`src/verilog/debug_pkg.sv`:
```
// Purpose: constants and types for the breakpoint and trace debug block
// Assumes: APB register access, 8-bit registers in the low byte of each word
// Notes: byte address of a register is four times its index
package debug_pkg;
  // ==========================================================
  // register indices
  localparam logic [5:0] IDX_CONTROL_1 = 6'h20;
  localparam logic [5:0] IDX_STATUS_CONTROL = 6'h21;
  localparam logic [5:0] IDX_TRACE_HIGH = 6'h22;
  localparam logic [5:0] IDX_TRACE_LOW = 6'h23;
  localparam logic [5:0] IDX_ENTRY_COUNT = 6'h24;
  localparam logic [5:0] IDX_COMP_C_EXT = 6'h25;
  localparam logic [5:0] IDX_COMP_C_HIGH = 6'h26;
  localparam logic [5:0] IDX_COMP_C_LOW = 6'h27;
  localparam logic [5:0] IDX_CONTROL_2 = 6'h28;
  localparam logic [5:0] IDX_CONTROL_3 = 6'h29;
  localparam logic [5:0] IDX_COMP_A_EXT = 6'h2A;
  localparam logic [5:0] IDX_COMP_A_HIGH = 6'h2B;
  localparam logic [5:0] IDX_COMP_A_LOW = 6'h2C;
  localparam logic [5:0] IDX_COMP_B_EXT = 6'h2D;
  localparam logic [5:0] IDX_COMP_B_HIGH = 6'h2E;
  localparam logic [5:0] IDX_COMP_B_LOW = 6'h2F;
  localparam logic [5:0] IDX_INT_STATUS = 6'h30;
  localparam logic [5:0] IDX_INT_CLEAR = 6'h31;
  localparam logic [5:0] IDX_INT_ENABLE = 6'h32;
  // ==========================================================
  // field positions
  localparam int C1_ENABLE = 7;
  localparam int C1_ARM = 6;
  localparam logic [7:0] C1_WRITE_MASK = 8'hFB;
  localparam int C2_AB_BRK_EN = 7;
  localparam int C2_FULL = 6;
  localparam int C2_HALT_SEL = 5;
  localparam int C2_AB_TAG = 4;
  localparam int C2_C_BRK_EN = 3;
  localparam int C2_C_TAG = 2;
  localparam int C2_C_DIR_EN = 1;
  localparam int C2_C_DIR = 0;
  localparam int C3_A_MASK_HI = 7;
  localparam int C3_A_MASK_LO = 6;
  localparam int C3_B_MASK_HI = 5;
  localparam int C3_B_MASK_LO = 4;
  localparam int C3_A_DIR_EN = 3;
  localparam int C3_A_DIR = 2;
  localparam int C3_B_DIR_EN = 1;
  localparam int C3_B_DIR = 0;
  localparam logic [7:0] SC_WRITE_MASK = 8'h0F;
  localparam logic [7:0] REG_RESET = 8'h00;
  localparam logic [3:0] INT_MASK = 4'hF;
  // ==========================================================
  // trace buffer geometry
  localparam int TRACE_DEPTH = 64;
  localparam int TRACE_AW = 6;
  // ==========================================================
  typedef enum logic [1:0] {CAP_NORMAL, CAP_LOOP, CAP_DETAIL, CAP_PROFILE} capture_type;

  typedef struct packed {
    logic valid;
    logic read;
    logic external;
    logic change_of_flow;
    logic program_fetch;
    logic [5:0] page;
    logic [15:0] addr;
    logic [15:0] data;
  } bus_cycle_type;

  typedef struct packed {
    logic tagging_on;
    logic expanded_wide;
    logic emulation_narrow;
    logic low_byte_strobe;
    logic upper_word_tag_pin;
    logic lower_word_tag_pin;
    logic e_falling;
    logic queue_load;
  } tag_pins_type;

  typedef struct packed {
    logic tag_upper;
    logic tag_lower;
    logic tagged_break;
    logic forced_break;
    logic halt_select;
  } break_out_type;
endpackage

```
`src/verilog/breakpoint_trace_debug.sv`:
```
// Purpose: breakpoint comparators, instruction tagging and trace buffer
// Assumes: core bus and tag strobes synchronous to clock; APB3 slave
// Notes: answers an access phase after one wait cycle
//
// Summary of operation
// upper tag pin low tags upper word
// lower tag pin low tags lower word
// while armed only enable, arm and interrupt clear writable
// trace word read as two bytes
// count register: full flag, zero, count
// comparators hold extended, high, low bytes
// control two holds breakpoint and direction bits
// control three holds masks and direction bits
// comparator C is third legacy breakpoint
// external cycles observed via external bus interface
// same registers serve legacy and trace modes
// arm without enable writes zero to both
// capture field selects normal, loop, detail, profile
// reserved bits read zero, ignore writes
`timescale 1ns/100ps
module breakpoint_trace_debug
  import debug_pkg::*;
(
  // clock and reset
  input wire logic clock,
  input wire logic reset,
  // apb slave
  input wire logic psel,
  input wire logic penable,
  input wire logic pwrite,
  input wire logic [7:0] paddr,
  input wire logic [31:0] pwdata,
  output logic [31:0] prdata,
  output logic pready,
  output logic pslverr,
  // core bus and external bus interface observations
  input wire debug_pkg::bus_cycle_type internal_bus,
  input wire debug_pkg::bus_cycle_type external_bus_interface,
  // tag pins and instruction queue
  input wire debug_pkg::tag_pins_type tag_pins,
  // breakpoint requests and interrupt
  output debug_pkg::break_out_type break_out,
  output logic interrupt
);
  import debug_pkg::*;

  // ==========================================================
  // registers
  logic [7:0] control_1, status_control, comp_c_ext, comp_c_high, comp_c_low;
  logic [7:0] control_2, control_3, comp_a_ext, comp_a_high, comp_a_low;
  logic [7:0] comp_b_ext, comp_b_high, comp_b_low;
  logic [3:0] int_status, int_enable;
  logic [15:0] trace_mem [TRACE_DEPTH];
  logic [TRACE_AW-1:0] write_ptr, read_ptr;
  logic [TRACE_AW:0] entry_count;
  logic [15:0] last_stored;
  logic [15:0] last_instruction;
  logic loop_primed;

  // ==========================================================
  // register access decode
  wire [5:0] reg_index = paddr[7:2];
  wire access_edge = psel & penable & pready;
  wire aligned = (paddr[1:0] == 2'b00);
  // unaligned or unmapped addresses answer with pslverr
  wire mapped = aligned & (reg_index >= IDX_CONTROL_1) & (reg_index <= IDX_INT_ENABLE);
  wire wr_edge = access_edge & pwrite & mapped;
  wire rd_edge = access_edge & ~pwrite & mapped;
  wire [7:0] wbyte = pwdata[7:0];
  wire armed = control_1[C1_ARM];
  // trace mode and legacy mode share one register set
  wire legacy_mode = control_2[C2_AB_BRK_EN];
  wire trace_mode = control_1[C1_ENABLE];
  wire cfg_write = wr_edge & ~armed;
  wire wr_c1 = wr_edge & (reg_index == IDX_CONTROL_1);
  wire wr_sc = cfg_write & (reg_index == IDX_STATUS_CONTROL);
  wire rd_low = rd_edge & (reg_index == IDX_TRACE_LOW);
  // arm without enable is taken as zero for both bits
  wire [1:0] arm_bits = (wbyte[C1_ENABLE] | ~wbyte[C1_ARM]) ?
                        wbyte[C1_ENABLE:C1_ARM] : 2'b00;
  wire arm_written = wr_c1 & arm_bits[0];
  wire [7:0] next_control_1_cfg = {arm_bits, wbyte[5:0] & C1_WRITE_MASK[5:0]};
  wire [7:0] next_control_1_arm = {arm_bits, control_1[5:0]};
  wire capture_type capture_mode = capture_type'(control_1[1:0]);

  // ==========================================================
  // bus observation: external cycles come through the bus interface
  wire bus_cycle_type observed = internal_bus.external ? external_bus_interface : internal_bus;

  // comparator hit: high and low bytes against the address, extended bits [5:0] against the page; [7:6] unused
  wire a_addr_hit = (observed.addr == {comp_a_high, comp_a_low})
                    & (observed.page == comp_a_ext[5:0]);
  wire b_addr_hit = (observed.addr == {comp_b_high, comp_b_low})
                    & (observed.page == comp_b_ext[5:0]);
  wire c_addr_hit = (observed.addr == {comp_c_high, comp_c_low})
                    & (observed.page == comp_c_ext[5:0]);
  // in full mode comparator B holds data, byte masks drop lanes
  wire b_data_hi = control_3[C3_B_MASK_HI] | (observed.data[15:8] == comp_b_high);
  wire b_data_lo = control_3[C3_B_MASK_LO] | (observed.data[7:0] == comp_b_low);
  wire a_dir_ok = ~control_3[C3_A_DIR_EN] | (observed.read == control_3[C3_A_DIR]);
  wire b_dir_ok = ~control_3[C3_B_DIR_EN] | (observed.read == control_3[C3_B_DIR]);
  wire c_dir_ok = ~control_2[C2_C_DIR_EN] | (observed.read == control_2[C2_C_DIR]);
  wire a_match = observed.valid & a_addr_hit & a_dir_ok;
  wire b_match = observed.valid & b_dir_ok &
                 (control_2[C2_FULL] ? (a_addr_hit & b_data_hi & b_data_lo) : b_addr_hit);
  wire full_match = a_match & b_match;
  wire ab_match = control_2[C2_FULL] ? full_match : (a_match | b_match);
  // C serves as a breakpoint unless trace is enabled in loop capture mode
  wire c_match = observed.valid & c_addr_hit & c_dir_ok;
  wire c_as_break = control_2[C2_C_BRK_EN] & ~(trace_mode & capture_mode == CAP_LOOP);
  wire ab_break = legacy_mode & ab_match;
  wire c_break = c_as_break & c_match;

  // ==========================================================
  // instruction tagging on the falling bus clock strobe
  // e_falling must last one clock or a word is tagged twice
  wire tag_strobe = tag_pins.e_falling & tag_pins.queue_load & tag_pins.tagging_on;
  wire tag_up = tag_strobe & ~tag_pins.upper_word_tag_pin;
  wire tag_low = tag_strobe & ~tag_pins.lower_word_tag_pin & tag_pins.low_byte_strobe
                 & (tag_pins.expanded_wide | tag_pins.emulation_narrow);
  wire tag_any = tag_up | tag_low;

  // ==========================================================
  // trace capture
  wire is_cof = observed.change_of_flow & observed.program_fetch;
  wire want_normal = (capture_mode == CAP_NORMAL) & is_cof;
  // nothing stored since arming, so no fetch is a repeat yet
  wire want_loop = (capture_mode == CAP_LOOP) & is_cof &
                   (~loop_primed | (observed.addr != last_stored));
  wire want_detail = (capture_mode == CAP_DETAIL) & ~observed.program_fetch;
  wire full_flag = entry_count[TRACE_AW];
  wire store = armed & trace_mode & observed.valid & ~full_flag &
               (want_normal | want_loop | want_detail);
  wire [15:0] store_word = (capture_mode == CAP_DETAIL) ? observed.data : observed.addr;
  wire instr_done = observed.valid & observed.program_fetch;
  // profile mode returns the last executed instruction address
  wire [15:0] trace_word = (capture_mode == CAP_PROFILE) ? last_instruction
                                                          : trace_mem[read_ptr];

  // ==========================================================
  // interrupt events: A hit, B hit, C hit, buffer filled
  wire filling = store & (entry_count == 7'(TRACE_DEPTH - 1));
  wire [3:0] events = {filling, c_match & armed, b_match & armed, a_match & armed};
  wire int_clear_wr = wr_edge & (reg_index == IDX_INT_CLEAR);
  wire [3:0] clear_bits = int_clear_wr ? (wbyte[3:0] & INT_MASK) : 4'h0;
  wire [3:0] next_int_status = (int_status & ~clear_bits) | events;
  // match flags: cleared by arming or by a write here, a hit in that cycle wins
  wire flag_clear = arm_written | wr_sc;
  wire [2:0] flags_kept = flag_clear ? 3'b000 : status_control[7:5];
  wire [2:0] next_flags = flags_kept | {c_match & armed, b_match & armed, a_match & armed};
  wire [3:0] next_sc_low = wr_sc ? (wbyte[3:0] & SC_WRITE_MASK[3:0]) : status_control[3:0];

  // ==========================================================
  // read data selection; reserved bits and unused positions read zero
  logic [7:0] read_byte;
  always_comb
  begin
    case (reg_index)
      IDX_CONTROL_1: read_byte = control_1;
      IDX_STATUS_CONTROL: read_byte = status_control;
      IDX_TRACE_HIGH: read_byte = trace_word[15:8];
      IDX_TRACE_LOW: read_byte = trace_word[7:0];
      IDX_ENTRY_COUNT: read_byte = {full_flag, 1'b0, entry_count[5:0]};
      IDX_COMP_C_EXT: read_byte = comp_c_ext;
      IDX_COMP_C_HIGH: read_byte = comp_c_high;
      IDX_COMP_C_LOW: read_byte = comp_c_low;
      IDX_CONTROL_2: read_byte = control_2;
      IDX_CONTROL_3: read_byte = control_3;
      IDX_COMP_A_EXT: read_byte = comp_a_ext;
      IDX_COMP_A_HIGH: read_byte = comp_a_high;
      IDX_COMP_A_LOW: read_byte = comp_a_low;
      IDX_COMP_B_EXT: read_byte = comp_b_ext;
      IDX_COMP_B_HIGH: read_byte = comp_b_high;
      IDX_COMP_B_LOW: read_byte = comp_b_low;
      IDX_INT_STATUS: read_byte = {4'h0, int_status};
      IDX_INT_ENABLE: read_byte = {4'h0, int_enable};
      default: read_byte = 8'h00;
    endcase
  end

  // ==========================================================
  // apb answer: one wait cycle keeps prdata a registered output
  always_ff @(posedge clock or posedge reset)
  begin
    if (reset)
    begin
      pready <= 1'b0;
      pslverr <= 1'b0;
      prdata <= 32'h0000_0000;
    end
    else
    begin
      pready <= psel & penable & ~pready;
      pslverr <= psel & penable & ~pready & ~mapped;
      prdata <= (psel & penable & ~pready & mapped & ~pwrite) ? {24'h00_0000, read_byte}
                                                             : 32'h0000_0000;
    end
  end

  // ==========================================================
  // control register 1 and status; arming ends when the buffer fills
  always_ff @(posedge clock or posedge reset)
  begin
    if (reset)
    begin
      control_1 <= REG_RESET;
      status_control <= REG_RESET;
    end
    else
    begin
      if (wr_c1)
        control_1 <= armed ? next_control_1_arm : next_control_1_cfg;
      // a full buffer disarms even against a write that cycle
      if (filling)
        control_1[C1_ARM] <= 1'b0;
      status_control <= {next_flags, 1'b0, next_sc_low};
    end
  end

  // ==========================================================
  // configuration registers, locked while armed
  always_ff @(posedge clock or posedge reset)
  begin
    if (reset)
    begin
      comp_c_ext <= REG_RESET;
      comp_c_high <= REG_RESET;
      comp_c_low <= REG_RESET;
      control_2 <= REG_RESET;
      control_3 <= REG_RESET;
      comp_a_ext <= REG_RESET;
      comp_a_high <= REG_RESET;
      comp_a_low <= REG_RESET;
      comp_b_ext <= REG_RESET;
      comp_b_high <= REG_RESET;
      comp_b_low <= REG_RESET;
      int_enable <= 4'h0;
    end
    else if (cfg_write)
    begin
      case (reg_index)
        IDX_COMP_C_EXT: comp_c_ext <= wbyte;
        IDX_COMP_C_HIGH: comp_c_high <= wbyte;
        IDX_COMP_C_LOW: comp_c_low <= wbyte;
        IDX_CONTROL_2: control_2 <= wbyte;
        IDX_CONTROL_3: control_3 <= wbyte;
        IDX_COMP_A_EXT: comp_a_ext <= wbyte;
        IDX_COMP_A_HIGH: comp_a_high <= wbyte;
        IDX_COMP_A_LOW: comp_a_low <= wbyte;
        IDX_COMP_B_EXT: comp_b_ext <= wbyte;
        IDX_COMP_B_HIGH: comp_b_high <= wbyte;
        IDX_COMP_B_LOW: comp_b_low <= wbyte;
        IDX_INT_ENABLE: int_enable <= wbyte[3:0];
        default: int_enable <= int_enable;
      endcase
    end
  end

  // ==========================================================
  // trace buffer; arming restarts it
  always_ff @(posedge clock or posedge reset)
  begin
    if (reset)
    begin
      write_ptr <= '0;
      read_ptr <= '0;
      entry_count <= '0;
      last_stored <= 16'h0000;
      last_instruction <= 16'h0000;
      loop_primed <= 1'b0;
    end
    else
    begin
      if (arm_written & ~armed)
      begin
        write_ptr <= '0;
        read_ptr <= '0;
        entry_count <= '0;
        loop_primed <= 1'b0;
      end
      else
      begin
        if (store)
        begin
          write_ptr <= write_ptr + 1'b1;
          entry_count <= entry_count + 1'b1;
          last_stored <= observed.addr;
          loop_primed <= 1'b1;
        end
        // outside profile mode the low byte read advances to the next word
        // reads past the count are not refused and return stale words
        if (rd_low & (capture_mode != CAP_PROFILE))
          read_ptr <= read_ptr + 1'b1;
      end
      if (instr_done)
        last_instruction <= observed.addr;
    end
  end

  // memory holds no reset so it can map onto plain storage
  always_ff @(posedge clock)
  begin
    if (store)
      trace_mem[write_ptr] <= store_word;
  end

  // ==========================================================
  // interrupt status, enable and output
  // an enable write reaches the output one cycle after the access
  always_ff @(posedge clock or posedge reset)
  begin
    if (reset)
    begin
      int_status <= 4'h0;
      interrupt <= 1'b0;
    end
    else
    begin
      int_status <= next_int_status;
      interrupt <= |(next_int_status & int_enable);
    end
  end

  // ==========================================================
  // breakpoint and tag outputs
  // halt select copies the control bit one cycle late
  always_ff @(posedge clock or posedge reset)
  begin
    if (reset)
      break_out <= '0;
    else
    begin
      break_out.tag_upper <= tag_up;
      break_out.tag_lower <= tag_low;
      // tag select picks a tagged break at a tagged word, else forced
      break_out.tagged_break <= tag_any & ((ab_break & control_2[C2_AB_TAG]) |
                                           (c_break & control_2[C2_C_TAG]));
      break_out.forced_break <= (ab_break & ~control_2[C2_AB_TAG]) |
                                (c_break & ~control_2[C2_C_TAG]);
      break_out.halt_select <= control_2[C2_HALT_SEL];
    end
  end
endmodule

```
`config.mk`:
```
export PLATFORM = sky130hd
export DESIGN_NAME = breakpoint_trace_debug
export DESIGN_NICKNAME = d
export VERILOG_FILES = /design/src/verilog/debug_pkg.sv /design/src/verilog/breakpoint_trace_debug.sv
export SDC_FILE = /design/constraint.sdc
export NUM_CORES = 1
export LEC_CHECK = 0
export ABC_AREA = 1
export BUFFER_PORTS_ARGS = -buffer_cell sky130_fd_sc_hd__buf_2
export CORE_MARGIN = 8
export CORE_UTILIZATION = 39
export DETAILED_ROUTE_END_ITERATION = 8
export PLACE_DENSITY = 0.62
export SETUP_SLACK_MARGIN = 0.02
export SYNTH_ARGS = -nofsm -noshare
export SYNTH_HDL_FRONTEND = slang
export SYNTH_SLANG_ARGS = --single-unit
```
`constraint.sdc`:
```
create_clock -name clock -period 8.7 [get_ports clock]
set_clock_uncertainty 0.1 [all_clocks]
set_input_delay 0.87 -clock clock [delete_from_list [all_inputs] [get_ports clock]]
set_output_delay 0.87 -clock clock [all_outputs]
set_load 0.05 [all_outputs]
```
# [Word-level counts from Yosys, hierarchy flattened]
# Memory sizes are Yosys's and may differ from the RTL's.
# Index checks and enable logic that the tools add are counted.
[op_classes] mux=23 magnitude_cmp=2 n_eq_ne=36 add_sub_neg=3 reduce_logical=20 bitwise_logic=98
[ops] operator="8-bit one-hot mux with 18 select lines" n=1
[ops] operator="6-bit equality test, second input constant" n=19
[ops] operator="1-bit bitwise AND" n=61
[ops] operator="16-bit equality test" n=3
[ops] operator="43-bit two-way mux" n=1
[ops] operator="16-bit two-way mux" n=2
[ops] operator="6-bit two-way mux" n=5
[ops] operator="2-bit AND reduction" n=14
[ops] operator="7-bit two-way mux" n=3
[ops] operator="6-bit equality test" n=3
[ops] operator="1-bit inverter" n=17
[ops] operator="8-bit equality test" n=2
[ops] operator="16-bit inequality test" n=1
[ops] operator="1-bit OR" n=15
[ops] operator="6-bit by 1-bit adder with 6-bit output, second input constant" n=2
[ops] operator="4-bit bitwise AND" n=2
[ops] operator="8-bit two-way mux" n=1
[ops] operator="7-bit by 1-bit adder with 7-bit output, second input constant" n=1
[ops] operator="7-bit by 6-bit equality test with 1-bit output, second input constant" n=1
[ops] operator="1-bit two-way mux" n=7
[ops] operator="6-bit >= comparator, second input constant" n=1
[ops] operator="6-bit <= comparator, second input constant" n=1
[ops] operator="2-bit nonzero test" n=3
[ops] operator="2-bit equality test, second input constant" n=2
[ops] operator="other kinds (11)" n=14
[totals] inputBits=139 mem_count=1 regBits=178 wordCells=216 mem_bits_rw=1024 output_inout_bits=40
[mem_list] memory="trace_mem" words=64 word_bits=16 read_ports=1 rd_clocked_by_memory_dff=0 wr=1 line_no="breakpoint_trace_debug.sv:53" text="logic [15:0] trace_mem [TRACE_DEPTH];"

# [Longest topological paths before layout]
# Gate-level depths: netlist of run 1.
[depth] ltp_word=13 mapped_depth=18

# [Worst setup path before layout of run 1]
# OpenSTA, ideal clock, no wires.
[synth_timing] kind="input to register" startpoint="input port internal_bus[40] in the netlist's numbering" endpoint="memory trace_mem[0][13], data pin" setup_slack_ps=3893 path_buffers=3 t_arrival_ps=4005 stages=6 path_cell_list="buf_6 -> buf_6 -> buf_6 -> nand2_1 -> o21ai_0 -> o21ai_0"
[synth_via] elab_chain_cells=2
[synth_rtl] element="start: declaration" line_no="breakpoint_trace_debug.sv:37" text="input wire debug_pkg::bus_cycle_type internal_bus,"
[synth_rtl] element="43-bit two-way mux" line_no="breakpoint_trace_debug.sv:88" text="wire bus_cycle_type observed = internal_bus.external ? external_bus_interface : internal_bus;"
[synth_rtl] element="16-bit two-way mux" line_no="breakpoint_trace_debug.sv:134" text="wire [15:0] store_word = (capture_mode == CAP_DETAIL) ? observed.data : observed.addr;"
[synth_rtl] element="via store_word[13]" line_no="breakpoint_trace_debug.sv:134"
[synth_rtl] element="end: declaration" line_no="breakpoint_trace_debug.sv:53"
# The timed path passes the listed nets, and every way through them passes these cells.

# [Worst setup path after layout of run 1]
[layout_timing] startpoint="register read_ptr[0]" endpoint="register prdata[2]"
[layout_via] elab_chain_cells=4
[layout_rtl] element="start: declaration" line_no="breakpoint_trace_debug.sv:54" text="logic [TRACE_AW-1:0] write_ptr, read_ptr;"
[layout_rtl] element="start signal: assignment" line_no="breakpoint_trace_debug.sv:293" text="read_ptr <= read_ptr + 1'b1;"
[layout_rtl] element="memory read 64 x 16 bit"
[layout_rtl] element="16-bit two-way mux" line_no="breakpoint_trace_debug.sv:137" text="wire [15:0] trace_word = (capture_mode == CAP_PROFILE) ? last_instruction"
[layout_rtl] element="8-bit one-hot mux with 18 select lines" line_no="breakpoint_trace_debug.sv:158" text="case (reg_index)"
[layout_rtl] element="8-bit two-way mux" line_no="breakpoint_trace_debug.sv:195" text="prdata <= (psel & penable & ~pready & mapped & ~pwrite) ? {24'h00_0000, read_byte}"
[layout_rtl] element="end signal: assignment" line_no="breakpoint_trace_debug.sv:195"
[layout_rtl] element="end: declaration" line_no="breakpoint_trace_debug.sv:33" text="output logic [31:0] prdata,"
# No other way between the ends.
# A chain may end at the register's enable or synchronous reset.

==> flow_metrics.env, run 1 <==
export IMPL_drv_cap=0
export IMPL_grt_pass1_wl_um=221000
export IMPL_worst_path_max_fanout=86
export IMPL_r2r_start="read_ptr[0]"
export IMPL_place_area_um2=54500
export IMPL_cts_clk_slew_worst_paths_ns=0.06
export IMPL_critPathKind="reg2reg"
export IMPL_dr_pass1_iters=6
export IMPL_hpwl_um=88500
export IMPL_power_switching_mw=2.58
export IMPL_switching_share_pct=21.5
export IMPL_reg_largest_list="trace_mem: 1024 flops, last_instruction: 16 flops, last_stored: 16 flops"
export IMPL_grt_pass1_vias=34694
export IMPL_combPwrFrac_pct=3.5
export IMPL_crit_slowest_cell="dfrtp_4"
export IMPL_synth_area_leaders="edfxtp_1, nand2_1, dfrtp_1, o21ai_0, nor2_1"
export IMPL_hold_class="in2reg"
export IMPL_clock_path_buffers=3
export IMPL_cts_buffers=121
export IMPL_synth_seq_cells=1202
export IMPL_pre_cts_ws_ns=3.27
export IMPL_place_congestion=0.955
export IMPL_largest_register_ffs=1024
export IMPL_core_area_um2=133000
export IMPL_seqPwrFrac_pct=52.7
export IMPL_design_power_total_mw=12.0
export IMPL_r2r_end="prdata[2]"
export IMPL_syn_area_per_cell_um2=10.6
export IMPL_htreeDepth=3
export IMPL_finalSetupViolCount=0
export IMPL_hold_start="tag_pins[3]"
export IMPL_synthCells=4892
export IMPL_hold_path_end="break_out[4]"
export IMPL_path_delay_family="buffers and inverters"
export IMPL_grt_overflow=0
export IMPL_leakage_nw=22.2
export IMPL_io_buffers=129
export IMPL_multi_input_area_um2=14900
export IMPL_root_buffer="clkbuf_16"
export IMPL_drt_iter0_drc=3943
export IMPL_min_period_over_period_pct=55.2
export IMPL_finalMaxSlewViolations=0
export IMPL_cts_resized_gates=0
export IMPL_clk_insertion_delay_late_ns=0.72
export IMPL_p_int_mw=9.43
export IMPL_die_area_um2=145000
export IMPL_crit_path_cell_trace="buf_4 > buf_4 > mux2i_1 > o21ai_0 > nor2_1 > nand2_1 > nand2_1 > nand2_1 > nand2_1 > nand3_1 > nand2_1 > nand3_1 > nand2_1 > inv_1"
export IMPL_rows=134
export IMPL_syn_area_um2=51900
export IMPL_r2r_cells=14
export IMPL_fin_crit_ns=4.80
export IMPL_vias=36560
export IMPL_initial_core_util_pct=39.1
export IMPL_synthToLayoutAreaGrowth_pct=12.6
export IMPL_crit_top_cell="nand2_1"
export IMPL_drc_errors=0
export IMPL_power_density_nw_per_um2=205
export IMPL_wire_per_inst_um=22.0
export IMPL_cts_setup_buffers=0
export IMPL_cpPeakStageDelay_ns=1.11
export IMPL_hold_violations=0
export IMPL_start_kind="register"
export IMPL_synth_enable_flop_cells=1024
export IMPL_grt_start_max_net_pins=201
export IMPL_drtAntennaViolNets=0
export IMPL_synthArstFlopShare_pct=14.8
export IMPL_io_pins=179
export IMPL_finalNetCount=5136
export IMPL_routed_wl_um=151000
export IMPL_grt_antenna_before_repair=1
export IMPL_reg2reg_slack_ns=3.90
export IMPL_num_fill_cells=12333
export IMPL_setup_ws_ns=3.90
export IMPL_ys_flop_type="edfxtp_1"
export IMPL_rsz0062_at_grt="no"
export IMPL_dr_wl_met2_um=70600
export IMPL_track_usage_pct=19.8
export IMPL_setup_tns_ns=0
export IMPL_peakVddDrop_mv=0.185
export IMPL_wl_met1_um=64200
export IMPL_synth_distinct_cells=49
export IMPL_yosysTopAreaCell="edfxtp_1"
export IMPL_clkSinkCount=1202
export IMPL_status="finished, final reports clean"
export IMPL_synth_warnings=0
export IMPL_die_y_um=381
export IMPL_arrival_ns=5.31
export IMPL_fmax_mhz=208
export IMPL_tightest_slew_ns=1.07
export IMPL_dr_wl_met3_um=10500
export IMPL_yosysSeqAreaShare_pct=67.8
export IMPL_min_path_cells=2
export IMPL_cts_hold_buf=0
export IMPL_top_layer_used="met4"
export IMPL_clkPwrFrac_pct=43.8
export IMPL_seq_area_um2=35200
export IMPL_synth_top_area_share_pct=59.2
export IMPL_relSlewSlack_pct=28.7
export IMPL_regMostFlops="trace_mem"
export IMPL_critPathBufInv=3
export IMPL_vias_per_cell=5.33
export IMPL_fp_dieW_um=381
export IMPL_final_layout_size_suffix_gt1_share_pct=9.17
export IMPL_worstSetupEndpointType="register"
export IMPL_required_ns=9.21
export IMPL_fin_area_um2=58500
export IMPL_cts_tree="built"
[Yosys cell counts, types with 25 or more instances]
| library cell | count |
|---|---|
| buf_4 | 52 |
| clkbuf_1 | 142 |
| a21boi_0 | 112 |
| inv_1 | 185 |
| dfrtp_1 | 178 |
| o21ai_0 | 553 |
| nand2_1 | 1341 |
| o22ai_1 | 143 |
| nor2_1 | 575 |
| buf_2 | 58 |
| o21ai_1 | 25 |
| nand3_1 | 177 |
| a21oi_1 | 156 |
| edfxtp_1 | 1024 |
[power by group through the flow]
stage	clock network, mW	logic, mW	registers (mW)
after floorplan	0	0.228	6.46
after global placement	0	0.419	6.45
after detailed placement	0	0.424	6.45
after CTS	5.32	0.425	6.33
after global routing	5.52	0.457	6.33
final	5.25	0.423	6.33
[cells in the final DEF, fill, tap and decap left out, types with 129 or more instances in the layout]
cell type  synthesis  final
dfrtp_1          178    175
o21ai_0          553    536
a21oi_1          156    156
buf_2             58    129
edfxtp_1        1024   1024
inv_1            185    182
nand2_1         1341   1339
o22ai_1          143    143
nand3_1          177    177
nor2_1           575    574
[through the flow]
| stage | util, % | std cells | hold slack [ns] |
|---|---|---|---|
| finish | 44.1 | 6863 | 0.213 |
| global route | 44.1 | 6862 | 0.193 |
| CTS | 44.1 | 6862 | 0.171 |
| detailed placement | 41.1 | 6639 | 0.325 |
| global placement | 41.1 | 6639 | 0.314 |
| floorplan | - | 4915 | 0.274 |
[worst reg2reg max path, stage by stage, from the launching register on]
cell     delay [ns]
dfrtp_4        1.11
buf_4          0.80
buf_4          0.97
mux2i_1        0.28
o21ai_0        0.09
nor2_1         0.13
nand2_1        0.10
nand2_1        0.21
nand2_1        0.17
nand2_1        0.09
nand3_1        0.09
nand2_1        0.15
nand3_1        0.21
nand2_1        0.15
inv_1          0.04
[routing by layer]
metal | track usage, % | up-vias
met5 | 0 | -
met4 | 7.08 | 0
met3 | 2.79 | 278
met2 | 32.1 | 1374
met1 | 27.3 | 17839
li1 | - | 17069
[area by class of cell]
class,instances,area share (%)
inverter,194,1.27
clock buffer,161,5.55
tap,1768,3.78
sequential,1202,60.2
timing repair buffer,233,2.46
antenna,1,0.00428
multi-input combinational,3242,25.5
clock inverter,62,1.25
[kinds of logic after synthesis]
kind of cell	after synthesis	share of synthesized area (%)
flops	1202	67.8
mux	7	0.135
other cells	1	0.00722
compound gates	1016	10.8
buf+inv	471	4.08
xor+xnor	18	0.303
fa+ha+maj	3	0.0723
simple gates	2174	16.8
[worst max path at each step]
| stage | startpoint | to | slack [ns] | cells after the start |
|---|---|---|---|---|
| final | read_ptr[0] | prdata[2] | 3.90 | 14 |
| after global routing | read_ptr[0] | prdata[0] | 3.62 | 15 |
| after CTS | internal_bus[40] | trace_mem[14][15] | 4.04 | 18 |
| after detailed placement | internal_bus[40] | trace_mem[14][5] | 3.27 | 18 |
| after global placement | internal_bus[40] | trace_mem[14][4] | 3.27 | 18 |
| after floorplan | reset | break_out[0] | 2.90 | 1 |
Power figures use the tool's default switching activity.
==> run 2: changes to the inputs <==
--- a/config.mk
+++ b/config.mk
@@ -10,7 +10,7 @@
 export CORE_MARGIN = 8
 export CORE_UTILIZATION = 39
 export DETAILED_ROUTE_END_ITERATION = 8
-export PLACE_DENSITY = 0.62
+export PLACE_DENSITY = 0.64
 export SETUP_SLACK_MARGIN = 0.02
 export SYNTH_ARGS = -nofsm -noshare
 export SYNTH_HDL_FRONTEND = slang
==> constraint.sdc (replaced) <==
create_clock -name clock -period 3.9 [get_ports clock]
set_clock_uncertainty 0.1 [all_clocks]
set_input_delay 0.39 -clock clock [delete_from_list [all_inputs] [get_ports clock]]
set_output_delay 0.39 -clock clock [all_outputs]
set_load 0.05 [all_outputs]
==> run 2 against run 1 <==
Global-route usage rose by 0.34 points. Sequential power up 120%. Die area did not move. Critical endpoint is now comp_a_high[2].
==> flow_metrics.env, run 2 (synthesis gave the netlist of run 1 again) <==
export IMPL_hold_class="in2reg"
export IMPL_r2r_start="read_ptr[0]"
export IMPL_peakVddDrop_mv=0.401
export IMPL_stdcell_count=6937
export IMPL_insertedDiodeCount=0
export IMPL_clock_path_buffers=3
export IMPL_status="finished, final reports clean"
export IMPL_grt_pass1_vias=35281
export IMPL_root_buffer="clkbuf_16"
export IMPL_grt_pass1_wl_um=225000
export IMPL_power_density_nw_per_um2=447
export IMPL_setup_ws_ns=0.216
export IMPL_start_kind="input pin"
export IMPL_vias=37126
export IMPL_critPathKind="in2reg"
export IMPL_required_ns=4.42
export IMPL_final_common_cell="nand2_1"
export IMPL_htreeDepth=3
export IMPL_cp_startpoint="paddr[0]"
export IMPL_drc_errors=0
export IMPL_largest_register_ffs=1024
export IMPL_pre_cts_ws_ns=0.361
export IMPL_dr_pass1_iters=6
export IMPL_worst_path_max_fanout=16
export IMPL_post_route_util_pct=44.9
export IMPL_grt_start_max_net_pins=145
export IMPL_finalSetupViolCount=0
export IMPL_drt_iter0_drc=4233
export IMPL_arrival_ns=4.20
export IMPL_grt_util_met3_pct=3.03
export IMPL_io_pins=179
export IMPL_drtAntennaViolNets=0
export IMPL_tightest_slew_ns=1.17
export IMPL_finalNetCount=5208
export IMPL_min_period_over_period_pct=94.5
export IMPL_hpwl_um=97100
export IMPL_place_area_um2=55600
export IMPL_hold_start="tag_pins[0]"
export IMPL_core_area_um2=133000
export IMPL_groute_layer_met1_usage_pct=28.0
export IMPL_cts_clk_slew_worst_paths_ns=0.06
export IMPL_die_y_um=381
export IMPL_cts_buffers=119
export IMPL_rsz0062_at_grt="no"
export IMPL_vias_per_cell=5.35
export IMPL_fmax_mhz=271
export IMPL_place_congestion=0.976
export IMPL_die_area_um2=145000
export IMPL_routed_wl_um=153000
export IMPL_fin_area_um2=59600
export IMPL_hold_ws_ns=0.0472
export IMPL_hold_violations=0
export IMPL_fp_dieW_um=381
export IMPL_regMostFlops="trace_mem"
export IMPL_wire_per_inst_um=22.0
export IMPL_rows=134
export IMPL_leakage_nw=22.7
export IMPL_final_layout_size_suffix_gt1_share_pct=10.3
export IMPL_io_buffers=129
export IMPL_finalMaxSlewViolations=0
export IMPL_reg_largest_list="trace_mem: 1024 flops, last_instruction: 16 flops, last_stored: 16 flops"
export IMPL_synthToLayoutAreaGrowth_pct=14.7
export IMPL_track_usage_pct=20.2
export IMPL_clk_insertion_delay_late_ns=0.71
export IMPL_grt_antenna_before_repair=1
export IMPL_cts_tree="built"
export IMPL_fin_crit_ns=3.68
export IMPL_grt_busiest_layer="met2"
export IMPL_worstSetupEndpointType="register"
export IMPL_dp_cells=6703
export IMPL_relSlewSlack_pct=21.4
export IMPL_most_common_layout_cells="nand2_1, edfxtp_1, nor2_1"
export IMPL_design_power_total_mw=26.6
export IMPL_initial_core_util_pct=39.1
export IMPL_grt_overflow=0
export IMPL_setup_tns_ns=0
export IMPL_global_route_usage_met2_pct=32.3
export IMPL_drv_cap=0
export IMPL_clkSinkCount=1202
run 2: final cells by class:
cell class	count	area (um2)
Tap cell	1768	2210
Inverter	194	744
Fill cell	12271	73200
Timing Repair Buffer	307	2590
Sequential cell	1202	35200
Multi-Input combinational cell	3242	14900
Clock buffer	151	3160
Clock inverter	73	741
run 2: final timing paths:
check                                    end  slack (ns)  cells after the start
setup reg to reg                   prdata[6]        0.48                     14
hold reg to reg                       pready        0.37                      1
min in group asynchronous      comp_b_ext[0]        0.23                      3
hold / removal                  break_out[2]        0.05                      5
setup / recovery              comp_a_high[2]        0.22                     11
max in group asynchronous  status_control[7]        2.48                      4
run 2: layer usage:
metal / part of all wire, % / routed length [um]
met4: 4.0 / 6170
met5: 0 / 0
met2: 46 / 70600
met3: 7.7 / 11700
met1: 42 / 64200
run 2: worst max-delay path, cell delays in order:
cell,delay (ns)
dlygate4sd3_1,0.53
buf_2,0.12
nor2_1,0.07
dlygate4sd3_1,0.54
nand2_1,0.05
dlygate4sd3_1,0.55
nor2_1,0.21
nand2_1,0.14
nor3_2,0.51
nand3_1,0.69
o21ai_0,0.38
run 2: repair_timing:
action                                 in CTS  in global routing
setup buffers                               0                  0
hold buffers                               10                  0
endpoints found under the hold margin      32                  0
resized for setup                           0                  0
run 2: report_power, final:
group	total [mW]	switching (mW)	internal, mW
Combinational	1.04	0.814	0.229
Clock	11.5	4.92	6.58
Sequential	14.1	0.0288	14.1
Total	26.6	5.76	20.9
